## config.mk

```make
export PLATFORM = sky130hd
export DESIGN_NAME = asl_top
export DESIGN_NICKNAME = d
export VERILOG_FILES = /design/src/design/asl_pkg.sv /design/src/design/asl_fetch_if.sv /design/src/design/asl_operand.sv /design/src/design/asl_stack.sv /design/src/design/asl_top.sv
export SDC_FILE = /design/constraint.sdc
export NUM_CORES = 1
export LEC_CHECK = 0
export CAP_MARGIN = 20
export CORE_UTILIZATION = 48
export DETAILED_ROUTE_END_ITERATION = 6
export DONT_BUFFER_PORTS = 1
export GPL_TIMING_DRIVEN = 0
export SLEW_MARGIN = 10
export SYNTH_ARGS = -nofsm -noshare
export SYNTH_HDL_FRONTEND = slang
export SYNTH_SLANG_ARGS = --single-unit
export TNS_END_PERCENT = 20
```

## constraint.sdc

```tcl
create_clock -name clk -period 2.4 [get_ports clk]
set_input_delay 0.24 -clock clk [delete_from_list [all_inputs] [get_ports clk]]
set_output_delay 0.24 -clock clk [all_outputs]
set_load 0.03 [all_outputs]
```

## src/design/asl_pkg.sv

```systemverilog
// shared constants, types and helpers of the accumulator/stack datapath
package asl_pkg;

  // datapath widths
  localparam int ACC_WIDTH   = 32;
  localparam int WORD_WIDTH  = 16;
  localparam int STACK_DEPTH = 8;
  localparam int OCT_DIGITS  = 6;   // octal digits feeding a 16-bit address

  // values after reset
  localparam logic [ACC_WIDTH-1:0]  ACC_RESET   = 32'h00000000;
  localparam logic [ACC_WIDTH-1:0]  STACK_RESET = 32'h00000000;
  localparam logic [WORD_WIDTH-1:0] UPPER_ZERO  = 16'h0000;
  localparam logic                  FLAG_RESET  = 1'b0;
  localparam logic                  PEND_RESET  = 1'b0;

  // step between the two words of a double operand
  localparam logic [WORD_WIDTH-1:0] PAIR_STEP = 16'h0001;

  // instruction kinds issued by the sequencer
  typedef enum logic [2:0] {
    OP_NOP,
    OP_LOAD_WORD,
    OP_LOAD_DOUBLE,
    OP_LOAD_ADDR,
    OP_STORE,
    OP_POP,
    OP_MANIP,
    OP_SCAN_END
  } asl_op_type;

  // octal digits held one per nibble, packed to a binary word
  function automatic logic [WORD_WIDTH-1:0] asl_oct_to_bin(
    input logic [ACC_WIDTH-1:0] digits
  );
    logic [3*OCT_DIGITS-1:0] packed_bits;
    packed_bits = '0;
    for (int i = 0; i < OCT_DIGITS; i++) begin
      packed_bits[3*i +: 3] = digits[4*i +: 3];
    end
    return packed_bits[WORD_WIDTH-1:0];
  endfunction

endpackage

```

## src/design/asl_fetch_if.sv

```systemverilog
// operand fetch request and answer between sequencer and fetcher
`timescale 1ns/1ps
`default_nettype none
interface asl_fetch_if;
  import asl_pkg::*;
  logic                  start;       // one-cycle fetch request
  logic                  double_word; // two words form one operand
  logic                  use_ptr;     // operand address is indirect
  logic                  use_const;   // operand is the constant field
  logic [WORD_WIDTH-1:0] addr;        // word memory address
  logic [ACC_WIDTH-1:0]  const_val;   // immediate constant
  logic                  done;        // one-cycle answer pulse
  logic [ACC_WIDTH-1:0]  value;       // accumulator-wide operand

  modport requester (
    output start, double_word, use_ptr, use_const, addr, const_val,
    input  done, value
  );
  modport fetcher (
    input  start, double_word, use_ptr, use_const, addr, const_val,
    output done, value
  );
endinterface
`default_nettype wire

```

## src/design/asl_operand.sv

```systemverilog
// operand fetcher: constant, direct, pointer and double-word reads
`timescale 1ns/1ps
`default_nettype none
module asl_operand import asl_pkg::*; (
  input  wire logic                  clk,         // cpu clock
  input  wire logic                  reset_n,     // async reset, low
  input  wire logic                  clk_en,      // freezes state when low
  asl_fetch_if.fetcher               fif,         // fetch request/answer
  output logic                       mem_rd_req,  // read request, level
  output logic      [WORD_WIDTH-1:0] mem_rd_addr, // read address
  input  wire logic [WORD_WIDTH-1:0] mem_rd_data, // read data with ack
  input  wire logic                  mem_rd_ack   // read answer, pulse
);

  typedef enum logic [1:0] {F_IDLE, F_PTR, F_LO, F_HI} asl_fetch_state_type;

  asl_fetch_state_type   state_reg;
  logic [WORD_WIDTH-1:0] addr_reg;
  logic [WORD_WIDTH-1:0] lo_reg;
  logic                  double_reg;
  logic [ACC_WIDTH-1:0]  value_reg;
  logic                  done_reg;

  // sequencing and addresses
  always_ff @(posedge clk or negedge reset_n) begin
    if (!reset_n) begin
      state_reg  <= F_IDLE;
      addr_reg   <= UPPER_ZERO;
      double_reg <= 1'b0;
    end else if (clk_en) begin
      case (state_reg)
        F_IDLE: if (fif.start && !fif.use_const) begin
          addr_reg   <= fif.addr;
          double_reg <= fif.double_word;
          state_reg  <= fif.use_ptr ? F_PTR : F_LO;
        end
        F_PTR: if (mem_rd_ack) begin
          // pointer content is a plain binary address, no octal decode
          addr_reg  <= mem_rd_data;
          state_reg <= F_LO;
        end
        F_LO: if (mem_rd_ack) begin
          if (double_reg) begin
            addr_reg  <= addr_reg + PAIR_STEP;
            state_reg <= F_HI;
          end else begin
            state_reg <= F_IDLE;
          end
        end
        F_HI: if (mem_rd_ack) begin
          state_reg <= F_IDLE;
        end
        default: state_reg <= F_IDLE;
      endcase
    end
  end

  // operand assembly and answer pulse
  always_ff @(posedge clk or negedge reset_n) begin
    if (!reset_n) begin
      value_reg <= ACC_RESET;
      lo_reg    <= UPPER_ZERO;
      done_reg  <= 1'b0;
    end else if (clk_en) begin
      done_reg <= 1'b0;
      if (state_reg == F_IDLE && fif.start && fif.use_const) begin
        value_reg <= fif.double_word ? fif.const_val
          : {UPPER_ZERO, fif.const_val[WORD_WIDTH-1:0]};
        done_reg  <= 1'b1;
      end else if (state_reg == F_LO && mem_rd_ack) begin
        lo_reg <= mem_rd_data;
        if (!double_reg) begin
          value_reg <= {UPPER_ZERO, mem_rd_data};
          done_reg  <= 1'b1;
        end
      end else if (state_reg == F_HI && mem_rd_ack) begin
        value_reg <= {mem_rd_data, lo_reg};
        done_reg  <= 1'b1;
      end
    end
  end

  assign mem_rd_req  = (state_reg != F_IDLE);
  assign mem_rd_addr = addr_reg;
  assign fif.done    = done_reg;
  assign fif.value   = value_reg;

  a_ptr_indirect: assert property (@(posedge clk) disable iff (!reset_n)
    clk_en && state_reg == F_PTR && mem_rd_ack
    |=> mem_rd_addr == $past(mem_rd_data))
    else $error("pointer value not used as read address");

  a_double_pair: assert property (@(posedge clk) disable iff (!reset_n)
    clk_en && state_reg == F_LO && mem_rd_ack && double_reg
    |=> mem_rd_req && mem_rd_addr == $past(mem_rd_addr) + PAIR_STEP)
    else $error("second word not read from next location");

endmodule // asl_operand
`default_nettype wire

```

## src/design/asl_stack.sv

```systemverilog
// push-down stack of accumulator-wide levels
`timescale 1ns/1ps
`default_nettype none
module asl_stack import asl_pkg::*; #(
  parameter int DEPTH = STACK_DEPTH
) (
  input  wire logic                 clk,      // cpu clock
  input  wire logic                 reset_n,  // async reset, low
  input  wire logic                 clk_en,   // freezes state when low
  input  wire logic                 push,     // shift down, insert
  input  wire logic                 pop,      // shift up, fill zero
  input  wire logic [ACC_WIDTH-1:0] push_val, // value for top level
  output logic      [ACC_WIDTH-1:0] top_val   // top level
);

  logic [ACC_WIDTH-1:0] level_reg [DEPTH];

  if (DEPTH < 2) begin : g_bad_depth
    $error("asl_stack needs at least two levels");
  end

  // one register per level; push wins if both are asked
  for (genvar i = 0; i < DEPTH; i++) begin : g_level
    logic [ACC_WIDTH-1:0] from_above; // value a push moves in
    logic [ACC_WIDTH-1:0] from_below; // value a pop moves in

    // end levels get their own sources, so no select runs off the array
    if (i == 0) begin : g_top
      assign from_above = push_val;
    end else begin : g_dn
      assign from_above = level_reg[i-1];
    end
    if (i == DEPTH-1) begin : g_bottom
      assign from_below = STACK_RESET;
    end else begin : g_up
      assign from_below = level_reg[i+1];
    end

    always_ff @(posedge clk or negedge reset_n) begin
      if (!reset_n) begin
        level_reg[i] <= STACK_RESET;
      end else if (clk_en && push) begin
        // the last level is simply overwritten, so its value is lost
        level_reg[i] <= from_above;
      end else if (clk_en && pop) begin
        level_reg[i] <= from_below;
      end
    end
  end

  assign top_val = level_reg[0];

  a_stack_overflow: assert property (@(posedge clk) disable iff (!reset_n)
    clk_en && push |=> level_reg[DEPTH-1] == $past(level_reg[DEPTH-2]))
    else $error("bottom level not replaced by the one above");

  a_pop_fill_zero: assert property (@(posedge clk) disable iff (!reset_n)
    clk_en && pop && !push |=> level_reg[DEPTH-1] == STACK_RESET)
    else $error("bottom level not zero after pop");

endmodule // asl_stack
`default_nettype wire

```

## src/design/asl_top.sv

```systemverilog
// accumulator and push-down stack datapath driven by the sequencer
//
// Behaviour
// - one 32-bit accumulator for all data work
// - accumulator keeps BCD or binary bits unchanged
// - scan end clears the accumulator to zero
// - first load of a scan never pushes
// - later loads push old accumulator, then load
// - store cancels the push of the next load
// - push shifts levels down, accumulator to top
// - stack has eight 32-bit levels
// - push with full stack loses eighth level
// - pop moves top into accumulator, shifts up
// - data operation result replaces the accumulator
// - double operands pair two consecutive words
// - pointer operand reads address held in pointer
// - pointer contents are a binary address
// - word load zero-fills the upper half
// - zero flag set when a load gives zero
`timescale 1ns/1ps
`default_nettype none
module asl_top import asl_pkg::*; #(
  parameter int LEVELS = STACK_DEPTH
) (
  input  wire logic                  clk,            // cpu clock, 25 MHz
  input  wire logic                  reset_n,        // async reset, low
  input  wire logic                  clk_en,         // freezes state when low
  input  wire logic                  op_valid,       // instruction offered
  input  wire asl_op_type            op_code,        // instruction kind
  input  wire logic                  op_use_const,   // operand is constant
  input  wire logic                  op_use_ptr,     // operand via pointer
  input  wire logic [WORD_WIDTH-1:0] op_addr,        // operand word address
  input  wire logic [ACC_WIDTH-1:0]  op_const,       // constant / octal digits
  input  wire logic [ACC_WIDTH-1:0]  manip_result,   // result of data op
  output logic                       op_ready,       // ready to take an instruction
  output logic                       op_done,        // finished, pulse
  output logic      [ACC_WIDTH-1:0]  acc_out,        // accumulator
  output logic      [ACC_WIDTH-1:0]  stack_top_out,  // top stack level
  output logic                       zero_load_flag, // last load was zero
  output logic                       mem_rd_req,     // word read request
  output logic      [WORD_WIDTH-1:0] mem_rd_addr,    // word read address
  input  wire logic [WORD_WIDTH-1:0] mem_rd_data,    // word read data
  input  wire logic                  mem_rd_ack      // word read answer
);

  typedef enum logic {S_IDLE, S_FETCH} asl_seq_state_type;

  if (LEVELS != STACK_DEPTH) begin : g_bad_levels
    $error("asl_top stack depth is fixed at eight levels");
  end

  asl_fetch_if fif ();

  asl_seq_state_type    state_reg;
  logic [ACC_WIDTH-1:0] acc_reg;
  logic                 push_pend_reg;
  logic                 zero_flag_reg;
  logic                 done_reg;
  logic [ACC_WIDTH-1:0] stack_top;

  logic                 take;
  logic                 mem_load;
  logic                 fetch_end;
  logic                 commit_load;
  logic [ACC_WIDTH-1:0] load_value;
  logic                 push;
  logic                 pop;
  logic                 word_fetch_reg;

  // instruction acceptance; one instruction in flight at a time
  assign op_ready  = (state_reg == S_IDLE);
  assign take      = clk_en && op_valid && op_ready;
  assign mem_load  = (op_code == OP_LOAD_WORD) || (op_code == OP_LOAD_DOUBLE);
  assign fetch_end = clk_en && (state_reg == S_FETCH) && fif.done;

  // loads commit either on fetch answer or at once for address convert
  assign commit_load = fetch_end || (take && op_code == OP_LOAD_ADDR);
  assign load_value  = (state_reg == S_FETCH) ? fif.value
    : {UPPER_ZERO, asl_oct_to_bin(op_const)};

  // push only when a load follows a load with no store between
  assign push = commit_load && push_pend_reg;
  assign pop  = take && (op_code == OP_POP);

  // fetch request toward the operand fetcher
  assign fif.start       = take && mem_load;
  assign fif.double_word = (op_code == OP_LOAD_DOUBLE);
  assign fif.use_ptr     = op_use_ptr;
  assign fif.use_const   = op_use_const;
  assign fif.addr        = op_addr;
  assign fif.const_val   = op_const;

  asl_operand u_operand (
    .clk         (clk),
    .reset_n     (reset_n),
    .clk_en      (clk_en),
    .fif         (fif),
    .mem_rd_req  (mem_rd_req),
    .mem_rd_addr (mem_rd_addr),
    .mem_rd_data (mem_rd_data),
    .mem_rd_ack  (mem_rd_ack)
  );

  asl_stack #(
    .DEPTH (LEVELS)
  ) u_stack (
    .clk      (clk),
    .reset_n  (reset_n),
    .clk_en   (clk_en),
    .push     (push),
    .pop      (pop),
    .push_val (acc_reg),
    .top_val  (stack_top)
  );

  // sequencer state: wait for the fetcher only on memory loads
  always_ff @(posedge clk or negedge reset_n) begin
    if (!reset_n) begin
      state_reg <= S_IDLE;
    end else if (clk_en) begin
      case (state_reg)
        S_IDLE:  if (take && mem_load) state_reg <= S_FETCH;
        S_FETCH: if (fif.done) state_reg <= S_IDLE;
        default: state_reg <= S_IDLE;
      endcase
    end
  end

  // accumulator; bits are stored as given, never reformatted
  always_ff @(posedge clk or negedge reset_n) begin
    if (!reset_n) begin
      acc_reg <= ACC_RESET;
    end else if (clk_en) begin
      if (commit_load) begin
        acc_reg <= load_value;
      end else if (take) begin
        case (op_code)
          OP_SCAN_END: acc_reg <= ACC_RESET;
          OP_POP:      acc_reg <= stack_top;
          OP_MANIP:    acc_reg <= manip_result;
          default:     acc_reg <= acc_reg;
        endcase
      end
    end
  end

  // pending push: armed by a load, cancelled by store or scan end
  always_ff @(posedge clk or negedge reset_n) begin
    if (!reset_n) begin
      push_pend_reg <= PEND_RESET;
    end else if (clk_en) begin
      if (commit_load) begin
        push_pend_reg <= 1'b1;
      end else if (take && op_code == OP_STORE) begin
        push_pend_reg <= 1'b0;
      end else if (take && op_code == OP_SCAN_END) begin
        push_pend_reg <= 1'b0;
      end
    end
  end

  // zero flag follows each load; other instructions leave it alone
  always_ff @(posedge clk or negedge reset_n) begin
    if (!reset_n) begin
      zero_flag_reg <= FLAG_RESET;
    end else if (clk_en && commit_load) begin
      zero_flag_reg <= (load_value == ACC_RESET);
    end
  end

  // remembers that the fetch in flight serves a 16-bit word load, so the
  // zero-fill check does not depend on op_code still standing at the end
  always_ff @(posedge clk or negedge reset_n) begin
    if (!reset_n) begin
      word_fetch_reg <= 1'b0;
    end else if (take && mem_load) begin
      word_fetch_reg <= (op_code == OP_LOAD_WORD);
    end
  end

  // completion pulse in the same cycle the accumulator shows its new value
  always_ff @(posedge clk or negedge reset_n) begin
    if (!reset_n) begin
      done_reg <= 1'b0;
    end else if (clk_en) begin
      done_reg <= (take && !mem_load) || fetch_end;
    end
  end

  assign op_done        = done_reg;
  assign acc_out        = acc_reg;
  assign stack_top_out  = stack_top;
  assign zero_load_flag = zero_flag_reg;

  // checks of the accumulator and stack behaviour
  a_scan_clear: assert property (@(posedge clk) disable iff (!reset_n)
    take && op_code == OP_SCAN_END |=> acc_reg == ACC_RESET
      && !push_pend_reg)
    else $error("scan end did not clear accumulator");

  a_first_load: assert property (@(posedge clk) disable iff (!reset_n)
    commit_load && !push_pend_reg |=> stack_top == $past(stack_top))
    else $error("first load disturbed the stack");

  a_load_push: assert property (@(posedge clk) disable iff (!reset_n)
    commit_load && push_pend_reg
    |=> stack_top == $past(acc_reg) && acc_reg == $past(load_value))
    else $error("second load did not push old accumulator");

  a_store_cancel: assert property (@(posedge clk) disable iff (!reset_n)
    take && op_code == OP_STORE ##1 take && op_code == OP_LOAD_ADDR
    |=> stack_top == $past(stack_top, 2))
    else $error("load after store pushed");

  a_pop_rotate: assert property (@(posedge clk) disable iff (!reset_n)
    pop |=> acc_reg == $past(stack_top))
    else $error("pop did not move top into accumulator");

  a_manip_result: assert property (@(posedge clk) disable iff (!reset_n)
    take && op_code == OP_MANIP |=> acc_reg == $past(manip_result))
    else $error("result not placed in accumulator");

  a_word_zero_fill: assert property (@(posedge clk) disable iff (!reset_n)
    fetch_end && word_fetch_reg
    |=> acc_reg[ACC_WIDTH-1:WORD_WIDTH] == UPPER_ZERO)
    else $error("word load left upper half set");

  a_zero_flag: assert property (@(posedge clk) disable iff (!reset_n)
    commit_load |=> zero_load_flag == (acc_reg == ACC_RESET))
    else $error("zero flag disagrees with loaded value");

  a_addr_convert: assert property (@(posedge clk) disable iff (!reset_n)
    take && op_code == OP_LOAD_ADDR
    |=> acc_reg == {UPPER_ZERO, asl_oct_to_bin($past(op_const))})
    else $error("address conversion wrong");

  a_done_timing: assert property (@(posedge clk) disable iff (!reset_n)
    take && !mem_load |=> op_done && op_ready)
    else $error("single-cycle instruction not finished in one cycle");

  // main scenarios
  c_load_push: cover property (@(posedge clk) disable iff (!reset_n)
    push);

  c_pop_after_push: cover property (@(posedge clk) disable iff (!reset_n)
    push ##[1:20] pop);

  c_ptr_double: cover property (@(posedge clk) disable iff (!reset_n)
    take && op_code == OP_LOAD_DOUBLE && op_use_ptr ##[3:40] fetch_end);

  c_store_then_load: cover property (@(posedge clk) disable iff (!reset_n)
    take && op_code == OP_STORE ##[1:10] commit_load);

endmodule // asl_top
`default_nettype wire
```

==> key figures, run 1 <==
Synthesis
  – Async SR Flop Fraction: between 90% and 100%
  – Top post-synthesis cells by area: dfrtp_1, nand2_1, a22oi_1
  – Synth Flop Type: dfrtp_1
  – Synth Area in Adders: less than 1%
  – Post-synthesis simple-gate area fraction: between 10% and 20%
  – Unique masters post-synth: 55
  – Biggest area consumer among synthesized cells: dfrtp_1
  – Yosys top cell area share: a little over half
  – Mapped cell area: 17000 um^2
  – Post-Synth XOR/XNOR Area: less than 1%
  – Post-synth EDFFs: 0
  – Average size of a mapped cell: roughly 8.9 um^2
  – Yosys Warn Count: 0
  – Register bit total from synthesis: 360
  – Mux cell area share after synthesis: under 10%
  – Compound-Gate Fraction of Synth Area: 19.0%
  – Gate Count Post-Synth: 1906
  – Net Count, Synth: 2019
  – Seq/Total Area, Yosys: a little over half
  – Largest family of logic cells by synthesized area: simple AND/OR/NAND/NOR gates

STA
  – Fmax: between 400 and 500 MHz
  – Worst hold margin: -0.603 ns
  – Setup violators final: 0
  – Crit share post-route: approximately 98%
  – Max-slew headroom: between 30% and 40%
  – Max-slew violation count: 0
  – Unrepaired setup endpoints after global routing: yes
  – Worst setup margin: around 0.037 ns
  – Total negative slack: 0 ns
  – Worst Tran Pin Value: just over 1 ns
  – Clock Skew: approximately 0.024 ns
  – Endpoints failing hold: between 300 and 400
  – Post-route minimum period: 2.36 ns

Run status
  – Outcome: finished with violations
  – Violated checks: negative hold slack

Clock network
  – Worst skew pair latency: between 0.5 and 0.6 ns
  – Clock Path Buffers: 3
  – CTS clk-pin slew, worst paths: approximately 0.060 ns
  – Post-CTS Hold Buffers: 61
  – CTS tree: built
  – H-tree Lvls: 2
  – Clock sink count: between 300 and 400
  – CTS Root Cell: clkbuf_16
  – Inserted Clock Buffers: 40

Finish
  – Final #Nets: between 2000 and 2500
  – Final instance area: 19600 um^2
  – Util after Layout: 56.6%
  – Fill cell count: 3158
  – Area grow syn2layout: 15.6%
  – Share of layout cells above drive strength 1: 9.65%
  – Storage cell area: between 9000 and 10000 um^2
  – Largest register FFs: 224
  – Final non-filler cell total: between 2000 and 2500
  – N_diodes: 0
  – Multi-input gate area: 7280 um^2

Global route
  – Grt total ovfl: 0
  – Largest net degree at the start of global routing: about 360
  – First-pass GRT wire length: ~90000 um
  – Vias in the first global route: 15200
  – Tot GR Track Use: between 30% and 40%
  – Initial antenna violation count: 4

Floorplanning
  – Row cnt: approximately 70
  – Core Box Area: around 35000 um^2
  – DIE AREA: about 36000 um^2
  – Ports: 190
  – DIE HEIGHT: roughly 190 um
  – Initial Utilization: 49.0%
  – Die Width: 190 um

Route
  – Post-route ant nets: 0
  – # DRC: 0
  – Routed vias: about 15000
  – Routed length per instance: between 20 and 25 um
  – Drt first-iter violations: approximately 1700
  – Vias per cell: approximately 6
  – 1st-pass router iterations: 6
  – Routed WL: about 57000 um

Critical path
  – FF-to-FF Start: state_reg
  – WP data required: roughly 2.8 ns
  – R2R Setup Slk: around 0.037 ns
  – Worst reg2reg endpoint: acc_out[30]
  – CP endpoint kind: flop
  – Crit path kind: flop to flop
  – Critical-path maximum fanout: 10
  – Startpoint class of the critical path: flop
  – FF-to-FF path depth: 8
  – Critical Path AT: 2.80 ns

Power and ir drop
  – Static Leak: 9.36 nW
  – Pwr/cell area: about 1200 nW/um^2
  – Total power: 23.9 mW
  – Peak supply drop: between 0.7 and 0.8 mV

Placement
  – DP Wirelength: between 40000 and 50000 um
  – Cell Area, Placed: around 18000 um^2
  – Buffers on Ports: 0
  – Gpl congestion: about 0.96
  – Post-Place Setup Slack: -0.608 ns
  – Dpl cells: approximately 2400

Hold path
  – Worst min path class: input port to asynchronous set/reset pin

Job
  – Max-cap violations: 0
[layout by cell type (no fill, tap or decap), types with 23 or more instances in the layout]
master           n
nand3_1         40
o21ai_0         95
mux2_2          23
clkbuf_16       41
a21oi_1         37
a31oi_1        131
clkbuf_2        30
clkbuf_1        77
buf_2           50
nand2_1        583
dfrtp_1        360
a221oi_1        23
nor2_1         157
dlygate4sd3_1   61
a22oi_1        131
[cells in the mapped netlist (2+ instances only)]
cell and number:
clkbuf_1 99, nor2_1 157, nand3_1 40, dfrtp_1 360, a222oi_1 2, xnor2_1 3
o31ai_1 8, nand2_1 585, buf_2 49, a21oi_1 39, nor4_1 9, nand2b_1 3
mux2_4 10, nand4_1 3, o31a_1 2, a22o_1 5, a22oi_1 131, buf_1 5
a31oi_1 131, o21ai_0 95, ha_1 7, mux2_2 23, nand4b_1 2, a41oi_1 2
and3_1 2, inv_1 12, o21ai_1 12, xor2_1 4, mux2i_1 17, nand3b_1 2
a221oi_1 23, a21o_1 18, nor3_1 5, a211oi_1 18, and2_1 3
[timing repair]
item | 4_1_cts | 5_1_grt
gates cloned | 0 | 0
endpoints found under the hold margin | 424 | 360
resized for setup | 18 | 59
buffers inserted | 2 | 2
endpoints found under the setup margin | 284 | 273
pin swaps | 1 | 1
[per-layer routing]
| metal | vias up | GRT usage [%] | share of wire [%] |
|---|---|---|---|
| met3 | 118 | 8.43 | 9.1 |
| met4 | 2 | 10.9 | 3.2 |
| met2 | 622 | 46.1 | 42 |
| li1 | 6863 | - | - |
| met1 | 7700 | 47.4 | 45 |
| met5 | - | 0 | 0.023 |
[worst max-delay path, stage by stage, from the launching register on]
cell and delay (ns):
dfrtp_1 0.31, buf_2 0.19, clkinvlp_4 0.23, and3_1 0.22, clkbuf_1 0.18, a21boi_1 0.32
clkbuf_1 0.50, a211oi_1 0.12, a21o_1 0.18
[worst max-delay path by stage]
stage,start,endpoint,slack (ns),cells after the start
finish,state_reg,acc_out[30],0.04,8
global route,state_reg,acc_out[30],-0.11,8
CTS,state_reg,u_stack.g_level[2].from_below[3],0.004,8
detailed placement,state_reg,u_stack.g_level[5].from_below[7],-0.61,8
global placement,state_reg,u_stack.g_level[5].from_below[1],-0.70,8
floorplan,u_operand.state_reg[0],u_operand.lo_reg[10],0.23,8
[report_power, final]
part,internal [mW],switching [mW],leakage (nW)
sequential,8.46,3.73,4.80
clock,3.78,2.55,0.653
combinational,2.34,3.03,3.91
[final cells by class]
type                            count  share of cell area [%]
Sequential cell                   360                    46.0
Multi-Input combinational cell   1379                    37.1
Clock buffer                       58                    5.92
Buffer                            155                    3.63
Timing Repair Buffer               65                    3.33
Tap cell                          455                    2.90
Clock inverter                     12                   0.868
Inverter                           12                   0.249
[cell families (layout without fill, tap and decap cells)]
| logic type | Yosys count | count (layout) |
|---|---|---|
| simple gates | 821 | 821 |
| compound gates | 493 | 493 |
| flops | 360 | 360 |
| buf+inv | 167 | 302 |
| mux | 50 | 50 |
| xor+xnor | 8 | 8 |
| fa+ha+maj | 7 | 7 |
(Power assumes the default switching activity.)
==> run 2: changes to the inputs <==
Settings changed: CAP_MARGIN 20 to 25, SYNTH_HIERARCHICAL set to 1.
==> key figures, run 2 <==
Run status
  – Outcome: finished with violations (unchanged)
  – Violated checks: negative hold slack (unchanged)

Finish
  – Fill cell count: 3412 (was 3158)
  – Largest register FFs: 224 (unchanged)
  – Final #Nets: 2280 (was 2126)
  – Final non-filler cell total: 2712 (was 2496)
  – Storage cell area: 9010 um^2 (about the same)
  – Share of layout cells above drive strength 1: 14.5% (was 9.65%)
  – Multi-input gate area: 8530 um^2 (was 7280 um^2)
  – Most frequent cells in the layout: nor3_1, dfrtp_1, o22ai_1 (was nand2_1, dfrtp_1, nor2_1)
  – Area grow syn2layout: 18.0% (was 15.6%)
  – Util after Layout: 57.7% (was 56.6%)
  – Commonest non-fill, non-tap cell in the layout: nor3_1 (was nand2_1)

Floorplanning
  – Initial Utilization: 48.9% (was 49.0%)
  – DIE HEIGHT: 198 um (was 190 um)
  – Die Width: 198 um (was 190 um)
  – Row cnt: 71 (was 68)
  – Ports: 190 (unchanged)
  – Core Box Area: 37800 um^2 (was 34600 um^2)
  – DIE AREA: 39300 um^2 (was 36100 um^2)

Power and ir drop
  – Static Leak: 9.57 nW (was 9.36 nW)
  – Peak supply drop: 0.816 mV (was 0.733 mV)
  – Sw frac: 35.5% (was 39.0%)
  – Int Pwr: 12.6 mW (was 14.6 mW)
  – Clk pwr share: 32.5% (was 26.5%)
  – Power share of the combinational group: 22.0% (was 22.5%)
  – Total power: 19.6 mW (was 23.9 mW)
  – Pwr/cell area: 898 nW/um^2 (was 1220 nW/um^2)
  – Sequential Power Share: 45.6% (was 51.0%)
  – Psw: 6.95 mW (was 9.32 mW)

STA
  – Clock Skew: 0.0151 ns (was 0.0242 ns)
  – Endpoints failing hold: 360 (unchanged)
  – Total negative slack: 0 ns (unchanged)
  – Max-slew violation count: 0 (unchanged)
  – Worst hold margin: -0.624 ns (was -0.603 ns)
  – Worst setup margin: 0.0784 ns (was 0.0371 ns)
  – Fmax: 431 MHz (was 423 MHz)
  – Setup violators final: 0 (unchanged)
  – Worst Tran Pin Value: 0.942 ns (was 1.02 ns)
  – Post-route minimum period: 2.32 ns (was 2.36 ns)
  – Crit share post-route: 96.7% (was 98.5%)
  – Max-slew headroom: 37.2% (was 31.9%)

Synthesis
  – Biggest area consumer among synthesized cells: dfrtp_1 (unchanged)
  – Top-count cell post-synth: nor3_1 (was nand2_1)
  – Unique masters post-synth: 61 (was 55)
  – Net Count, Synth: 2137 (was 2019)
  – Async SR Flop Fraction: 100% (unchanged)
  – Top post-synthesis cells by area: dfrtp_1, nor3_1, o22ai_1 (was dfrtp_1, nand2_1, a22oi_1)
  – Register bit total from synthesis: 360 (unchanged)
  – Top post-synthesis cells by count: nor3_1, dfrtp_1, o22ai_1 (was nand2_1, dfrtp_1, nor2_1)
  – Mapped cell area: 18500 um^2 (was 17000 um^2)
  – Gate Count Post-Synth: 2025 (was 1906)
  – Yosys top cell area share: 48.8% (was 53.1%)
  – Seq/Total Area, Yosys: 48.8% (was 53.1%)
  – Average size of a mapped cell: 9.12 um^2 (was 8.89 um^2)
  – Synth Flop Type: dfrtp_1 (unchanged)
  – Yosys Warn Count: 6 (was 0)
  – Post-synth EDFFs: 0 (unchanged)

Clock network
  – Clock sink count: 360 (unchanged)
  – Inserted Clock Buffers: 42 (was 40)
  – H-tree Lvls: 2 (unchanged)
  – CTS Root Cell: clkbuf_16 (unchanged)
  – CTS tree: built (unchanged)
  – Clock Path Buffers: 3 (unchanged)
  – Post-CTS Hold Buffers: 90 (was 61)
  – Worst skew pair latency: 0.57 ns (was 0.55 ns)
  – CTS clk-pin slew, worst paths: 0.06 ns (about the same)

Route
  – Routed WL: 66900 um (was 57300 um)
  – # DRC: 0 (unchanged)
  – Vias per cell: 6.50 (was 6.13)
  – Routed vias: 17600 (was 15300)
  – Routed length per instance: 24.7 um (was 23.0 um)
  – 1st-pass router iterations: 5 (was 6)
  – Post-route ant nets: 0 (unchanged)
  – Drt first-iter violations: 1502 (was 1659)

Critical path
  – Crit path kind: flop to flop (unchanged)
  – Critical Path AT: 2.77 ns (was 2.80 ns)
  – FF-to-FF path depth: 10 (was 8)
  – FF-to-FF Start: state_reg (unchanged)
  – CP endpoint kind: flop (unchanged)
  – WP data required: 2.84 ns (was 2.83 ns)
  – Startpoint class of the critical path: flop (unchanged)
  – R2R Setup Slk: 0.08 ns (was 0.04 ns)
  – Worst reg2reg endpoint: u_stack/g_level[2].from_below[3] (was acc_out[30])
  – Critical-path maximum fanout: 10 (unchanged)

Hold path
  – Worst min path class: input port to asynchronous set/reset pin (unchanged)

Global route
  – Tot GR Track Use: 34.3% (was 32.3%)
  – Vias in the first global route: 17300 (was 15200)
  – Largest net degree at the start of global routing: 361 (unchanged)
  – First-pass GRT wire length: 103000 um (was 89300 um)
  – Initial antenna violation count: 3 (was 4)
  – Grt total ovfl: 0 (unchanged)

Placement
  – Gpl congestion: 0.943 (was 0.959)
  – Post-Place Setup Slack: -0.503 ns (was -0.608 ns)
  – Buffers on Ports: 0 (unchanged)
  – Dpl cells: 2536 (was 2361)
  – DP Wirelength: 48300 um (was 40900 um)

Job
  – Max-cap violations: 0 (unchanged)
## run 2: cell count changes after synthesis, moves of 15 or more
cell / previous run / this run
a211oi_1: 18 / 1
nor3_1: 5 / 655
nand2_1: 585 / 87
o21ai_0: 95 / 72
clkbuf_1: 99 / 42
buf_4: 1 / 22
and2_1: 3 / 20
a31oi_1: 131 / 5
o22ai_1: 1 / 224
nor2_1: 157 / 27
a21o_1: 18 / 3
buf_2: 49 / 134
a22o_1: 5 / 32
a22oi_1: 131 / 35
## run 2: routing by layer
metal	GRT usage, %	vias to the layer above	share of wire (%)
li1	-	7969	-
met1	42.5	8718	40
met2	57.9	759	49
met3	7.10	173	7.2
met4	14.8	0	4.4
met5	0	-	0
## run 2: worst max-delay path, stage by stage, from the launching register on
cell,delay [ns]
dfrtp_2,0.42
nand4b_1,0.26
o21ai_4,0.21
buf_8,0.16
and2_4,0.18
buf_8,0.16
nand2_4,0.12
buf_6,0.18
buf_2,0.22
o22ai_1,0.19
nor3_1,0.08
## run 2: power by group through the flow
stage	registers, mW	logic, mW	clock network (mW)
6_report	8.92	4.30	6.35
4_1_cts	8.88	4.14	6.45
2_1_floorplan	8.48	3.07	0
3_5_place_dp	8.98	3.97	0
3_3_place_gp	8.95	3.87	0
5_1_grt	9.01	4.69	6.70
## run 2: layout make-up
class,instances,area share (%)
Inverter,16,0.276
Multi-Input combinational cell,1439,39.1
Clock inverter,7,0.299
Timing Repair Buffer,99,4.44
Buffer,210,5.68
Clock buffer,68,5.88
Antenna cell,2,0.0230
Tap cell,511,2.93
Sequential cell,360,41.3
## run 2: through the flow
step / hold WS, ns / cell area [um^2]
2_1_floorplan: -0.0556 / 18500
3_3_place_gp: -0.0429 / 19100
3_5_place_dp: -0.0404 / 19100
4_1_cts: -0.642 / 21500
5_1_grt: -0.648 / 21800
6_report: -0.624 / 21800
## run 2: worst max path at each step
stage	slack (ns)	cells past startpoint	start	end
floorplan	0.30	7	state_reg	u_operand/mem_rd_addr[6]
global placement	-0.47	10	state_reg	u_stack/g_level[0].from_below[1]
detailed placement	-0.50	10	state_reg	u_stack/g_level[0].from_below[1]
CTS	0.008	9	state_reg	u_stack/g_level[5].from_below[25]
global route	-0.001	9	state_reg	u_stack/g_level[2].from_below[26]
finish	0.08	10	state_reg	u_stack/g_level[2].from_below[3]
## run 2: kinds of logic (layout without fill, tap and decap cells)
| family | after synthesis | after routing | share of synthesized area (%) |
|---|---|---|---|
| AND/OR/NAND/NOR | 884 | 884 | 23.9 |
| AO/OA/AOI/OAI | 492 | 492 | 17.1 |
| flip-flops | 360 | 360 | 48.8 |
| buffers and inverters | 226 | 400 | 6.34 |
| multiplexers | 50 | 50 | 3.14 |
| adder cells (fa/ha/maj) | 7 | 7 | 0.467 |
| XOR/XNOR | 6 | 6 | 0.284 |
| other | 0 | 2 | 0 |
## run 2: what timing repair did
item / in CTS / in global routing
gates cloned: 0 / 0
buffers inserted: 2 / 7
endpoints found under the hold margin: 451 / 360
gates resized for setup: 33 / 64
pin swaps: 1 / 2
setup endpoints to repair: 304 / 235
==> run 3: changes to the inputs <==
Settings changed: ABC_AREA set to 1.
==> key figures, run 3 <==
STA
  – Worst setup margin: 0.124 ns (was 0.0784 ns)
  – Max-slew violation count: 0 (unchanged)
  – Fmax: 439 MHz (was 431 MHz)
  – Endpoints failing hold: 361 (was 360)
  – Worst Tran Pin Value: 1.27 ns (was 0.942 ns)
  – Post-route minimum period: 2.28 ns (was 2.32 ns)
  – Unrepaired setup endpoints after global routing: yes
  – Setup violators final: 0 (unchanged)
  – Clock Skew: 0.0312 ns (was 0.0151 ns)
  – Crit share post-route: 94.8% (was 96.7%)
  – Max-slew headroom: 15.6% (was 37.2%)
  – Total negative slack: 0 ns (unchanged)
  – Worst hold margin: -0.619 ns (was -0.624 ns)

Finish
  – Area grow syn2layout: 15.1% (was 18.0%)
  – Final non-filler cell total: 3537 (was 2712)
  – Largest register FFs: 224 (unchanged)
  – N_diodes: 0 (was 2)
  – Commonest non-fill, non-tap cell in the layout: nand2_1 (was nor3_1)
  – Final #Nets: 3087 (was 2280)
  – Share of layout cells above drive strength 1: 9.02% (was 14.5%)
  – Most frequent cells in the layout: nand2_1, nand3_1, dfrtp_1 (was nor3_1, dfrtp_1, o22ai_1)

Power and ir drop
  – Peak supply drop: 0.459 mV (was 0.816 mV)
  – Total power: 13.1 mW (was 19.6 mW)
  – Pwr/cell area: 572 nW/um^2 (was 898 nW/um^2)
  – Static Leak: 12.8 nW (was 9.57 nW)

Synthesis
  – Unique masters post-synth: 28 (was 61)
  – Register bit total from synthesis: 360 (unchanged)
  – Mapped cell area: 20000 um^2 (was 18500 um^2)
  – Top post-synthesis cells by count: nand2_1, nand3_1, dfrtp_1 (was nor3_1, dfrtp_1, o22ai_1)
  – Yosys top cell area share: 45.2% (was 48.8%)
  – Synth Flop Type: dfrtp_1 (unchanged)
  – Post-synth EDFFs: 0 (unchanged)
  – Gate Count Post-Synth: 2849 (was 2025)
  – Top post-synthesis cells by area: dfrtp_1, nand2_1, nand3_1 (was dfrtp_1, nor3_1, o22ai_1)
  – Biggest area consumer among synthesized cells: dfrtp_1 (unchanged)
  – Async SR Flop Fraction: 100% (unchanged)
  – Seq/Total Area, Yosys: 45.2% (was 48.8%)
  – Net Count, Synth: 2961 (was 2137)
  – Yosys Warn Count: 6 (unchanged)
  – Average size of a mapped cell: 7.00 um^2 (was 9.12 um^2)
  – Top-count cell post-synth: nand2_1 (was nor3_1)

Run status
  – Outcome: finished with violations (unchanged)
  – Violated checks: negative hold slack (unchanged)

Critical path
  – Critical Path AT: 2.74 ns (was 2.77 ns)
  – Most used cell along the critical path: buf_2 (was buf_8)
  – Critical-path maximum fanout: 10 (unchanged)
  – Startpoint class of the critical path: flop (unchanged)
  – CP max stage delay: 0.44 ns (was 0.42 ns)
  – CP endpoint kind: flop (unchanged)
  – WP data required: 2.86 ns (was 2.84 ns)
  – Slowest cell on crit path: dfrtp_2 (unchanged)
  – Crit path cell chain: buf_6 -> buf_2 -> buf_4 -> nor4_4 -> nand2_4 -> buf_2 -> buf_2 -> nand3_1 -> nand2_1 (was nand4b_1 -> o21ai_4 -> buf_8 -> and2_4 -> buf_8 -> nand2_4 -> buf_6 -> buf_2 -> o22ai_1 -> nor3_1)
  – Crit path kind: flop to flop (unchanged)

Placement
  – Post-Place Setup Slack: -0.660 ns (was -0.503 ns)
  – Gpl congestion: 0.989 (was 0.943)
  – Dpl cells: 3381 (was 2536)
  – DP Wirelength: 52000 um (was 48300 um)
  – Buffers on Ports: 0 (unchanged)

Global route
  – First-pass GRT wire length: 109000 um (was 103000 um)
  – Vias in the first global route: 18900 (was 17300)
  – Largest net degree at the start of global routing: 361 (unchanged)
  – Initial antenna violation count: 1 (was 3)
  – Tot GR Track Use: 33.3% (was 34.3%)
  – Grt total ovfl: 0 (unchanged)

Clock network
  – CTS Root Cell: clkbuf_16 (unchanged)
  – Worst skew pair latency: 0.57 ns (about the same)
  – Post-CTS Hold Buffers: 82 (was 90)
  – Inserted Clock Buffers: 43 (was 42)
  – H-tree Lvls: 2 (unchanged)
  – CTS tree: built (unchanged)
  – Clock Path Buffers: 3 (unchanged)
  – Clock sink count: 360 (unchanged)
  – CTS clk-pin slew, worst paths: 0.06 ns (about the same)

Job
  – Max-cap violations: 0 (unchanged)

Route
  – Post-route ant nets: 0 (unchanged)
  – Routed vias: 19600 (was 17600)
  – Vias per cell: 5.55 (was 6.50)
  – # DRC: 0 (unchanged)
  – 1st-pass router iterations: 5 (unchanged)
  – Routed length per instance: 19.6 um (was 24.7 um)
  – Drt first-iter violations: 1849 (was 1502)
  – Routed WL: 69300 um (was 66900 um)

Floorplanning
  – Ports: 190 (unchanged)
  – DIE AREA: 42400 um^2 (was 39300 um^2)
  – Row cnt: 74 (was 71)
  – Initial Utilization: 48.8% (was 48.9%)
  – DIE HEIGHT: 206 um (was 198 um)
  – Core Box Area: 40900 um^2 (was 37800 um^2)
  – Die Width: 206 um (was 198 um)

Hold path
  – Worst min path class: input port to asynchronous set/reset pin (unchanged)
-- run 3: final cells by class --
cell class	count	area (um^2)
inverters	79	297
well taps	532	666
fillers	4017	18000
clock buffers	68	1290
multi-input cells	2185	9450
clock inverters	7	114
repair buffers	82	823
plain buffers	224	1320
flip-flops and latches	360	9010
-- run 3: cells by family (layout without fill, tap and decap cells) --
kind of cell / Yosys count / in the layout / share of synthesized area (%)
and+or+nand+nor: 2053 / 2053 / 43.3
muxes: 1 / 1 / 0.0564
AOI/OAI and AO/OA: 125 / 125 / 3.49
buffers and inverters: 304 / 460 / 7.68
adders and majority gates: 6 / 6 / 0.376
DFF: 360 / 360 / 45.2
-- run 3: final timing paths --
path | slack (ns) | to | from | cells past startpoint
max | 0.12 | u_stack/top_val[28] | state_reg | 9
min | -0.62 | u_stack/g_level[6].from_below[27] | reset_n | 0
max reg2reg | 0.12 | u_stack/top_val[28] | state_reg | 9
min reg2reg | 0.48 | push_pend_reg | push_pend_reg | 2
max in group asynchronous | 2.00 | u_stack/g_level[4].from_below[7] | reset_n | 0
min in group clk | -0.02 | u_operand/mem_rd_addr[7] | mem_rd_data[7] | 4
-- run 3: power by group --
| group | switching, mW | total (mW) | internal (mW) |
|---|---|---|---|
| logic | 0.215 | 0.365 | 0.150 |
| clock network | 2.62 | 6.61 | 3.98 |
| registers | 0.0768 | 6.17 | 6.09 |
-- run 3: per-layer routing --
metal  wire length [um]  vias to the layer above  GRT usage (%)
li1                   -                     9496              -
met1              30300                     9277           44.7
met2              31500                      703           53.0
met3               5070                      145           6.87
met4               2350                        2           12.1
met5                 10                        -              0
-- run 3: critical path: cells and delay by family, from the launching register on --
kind	cells	cell delay [ns]
flip-flops	1	0.44
AND/OR/NAND/NOR	4	0.66
buffers and inverters	5	1.06
-- run 3: timing repair --
| action | 4_1_cts | 5_1_grt |
|---|---|---|
| endpoints found under the hold margin | 442 | 360 |
| buffers inserted | 0 | 0 |
| pin swaps | 1 | 0 |
| setup endpoints to repair | 256 | 252 |
| resized for setup | 21 | 28 |
-- run 3: stage by stage --
step	cell area, um^2	util (%)
final	23000	56.1
after detailed placement	20600	50.4
after global placement	20600	50.4
after CTS	22900	56.0
after floorplan	20000	-
after global routing	23000	56.1
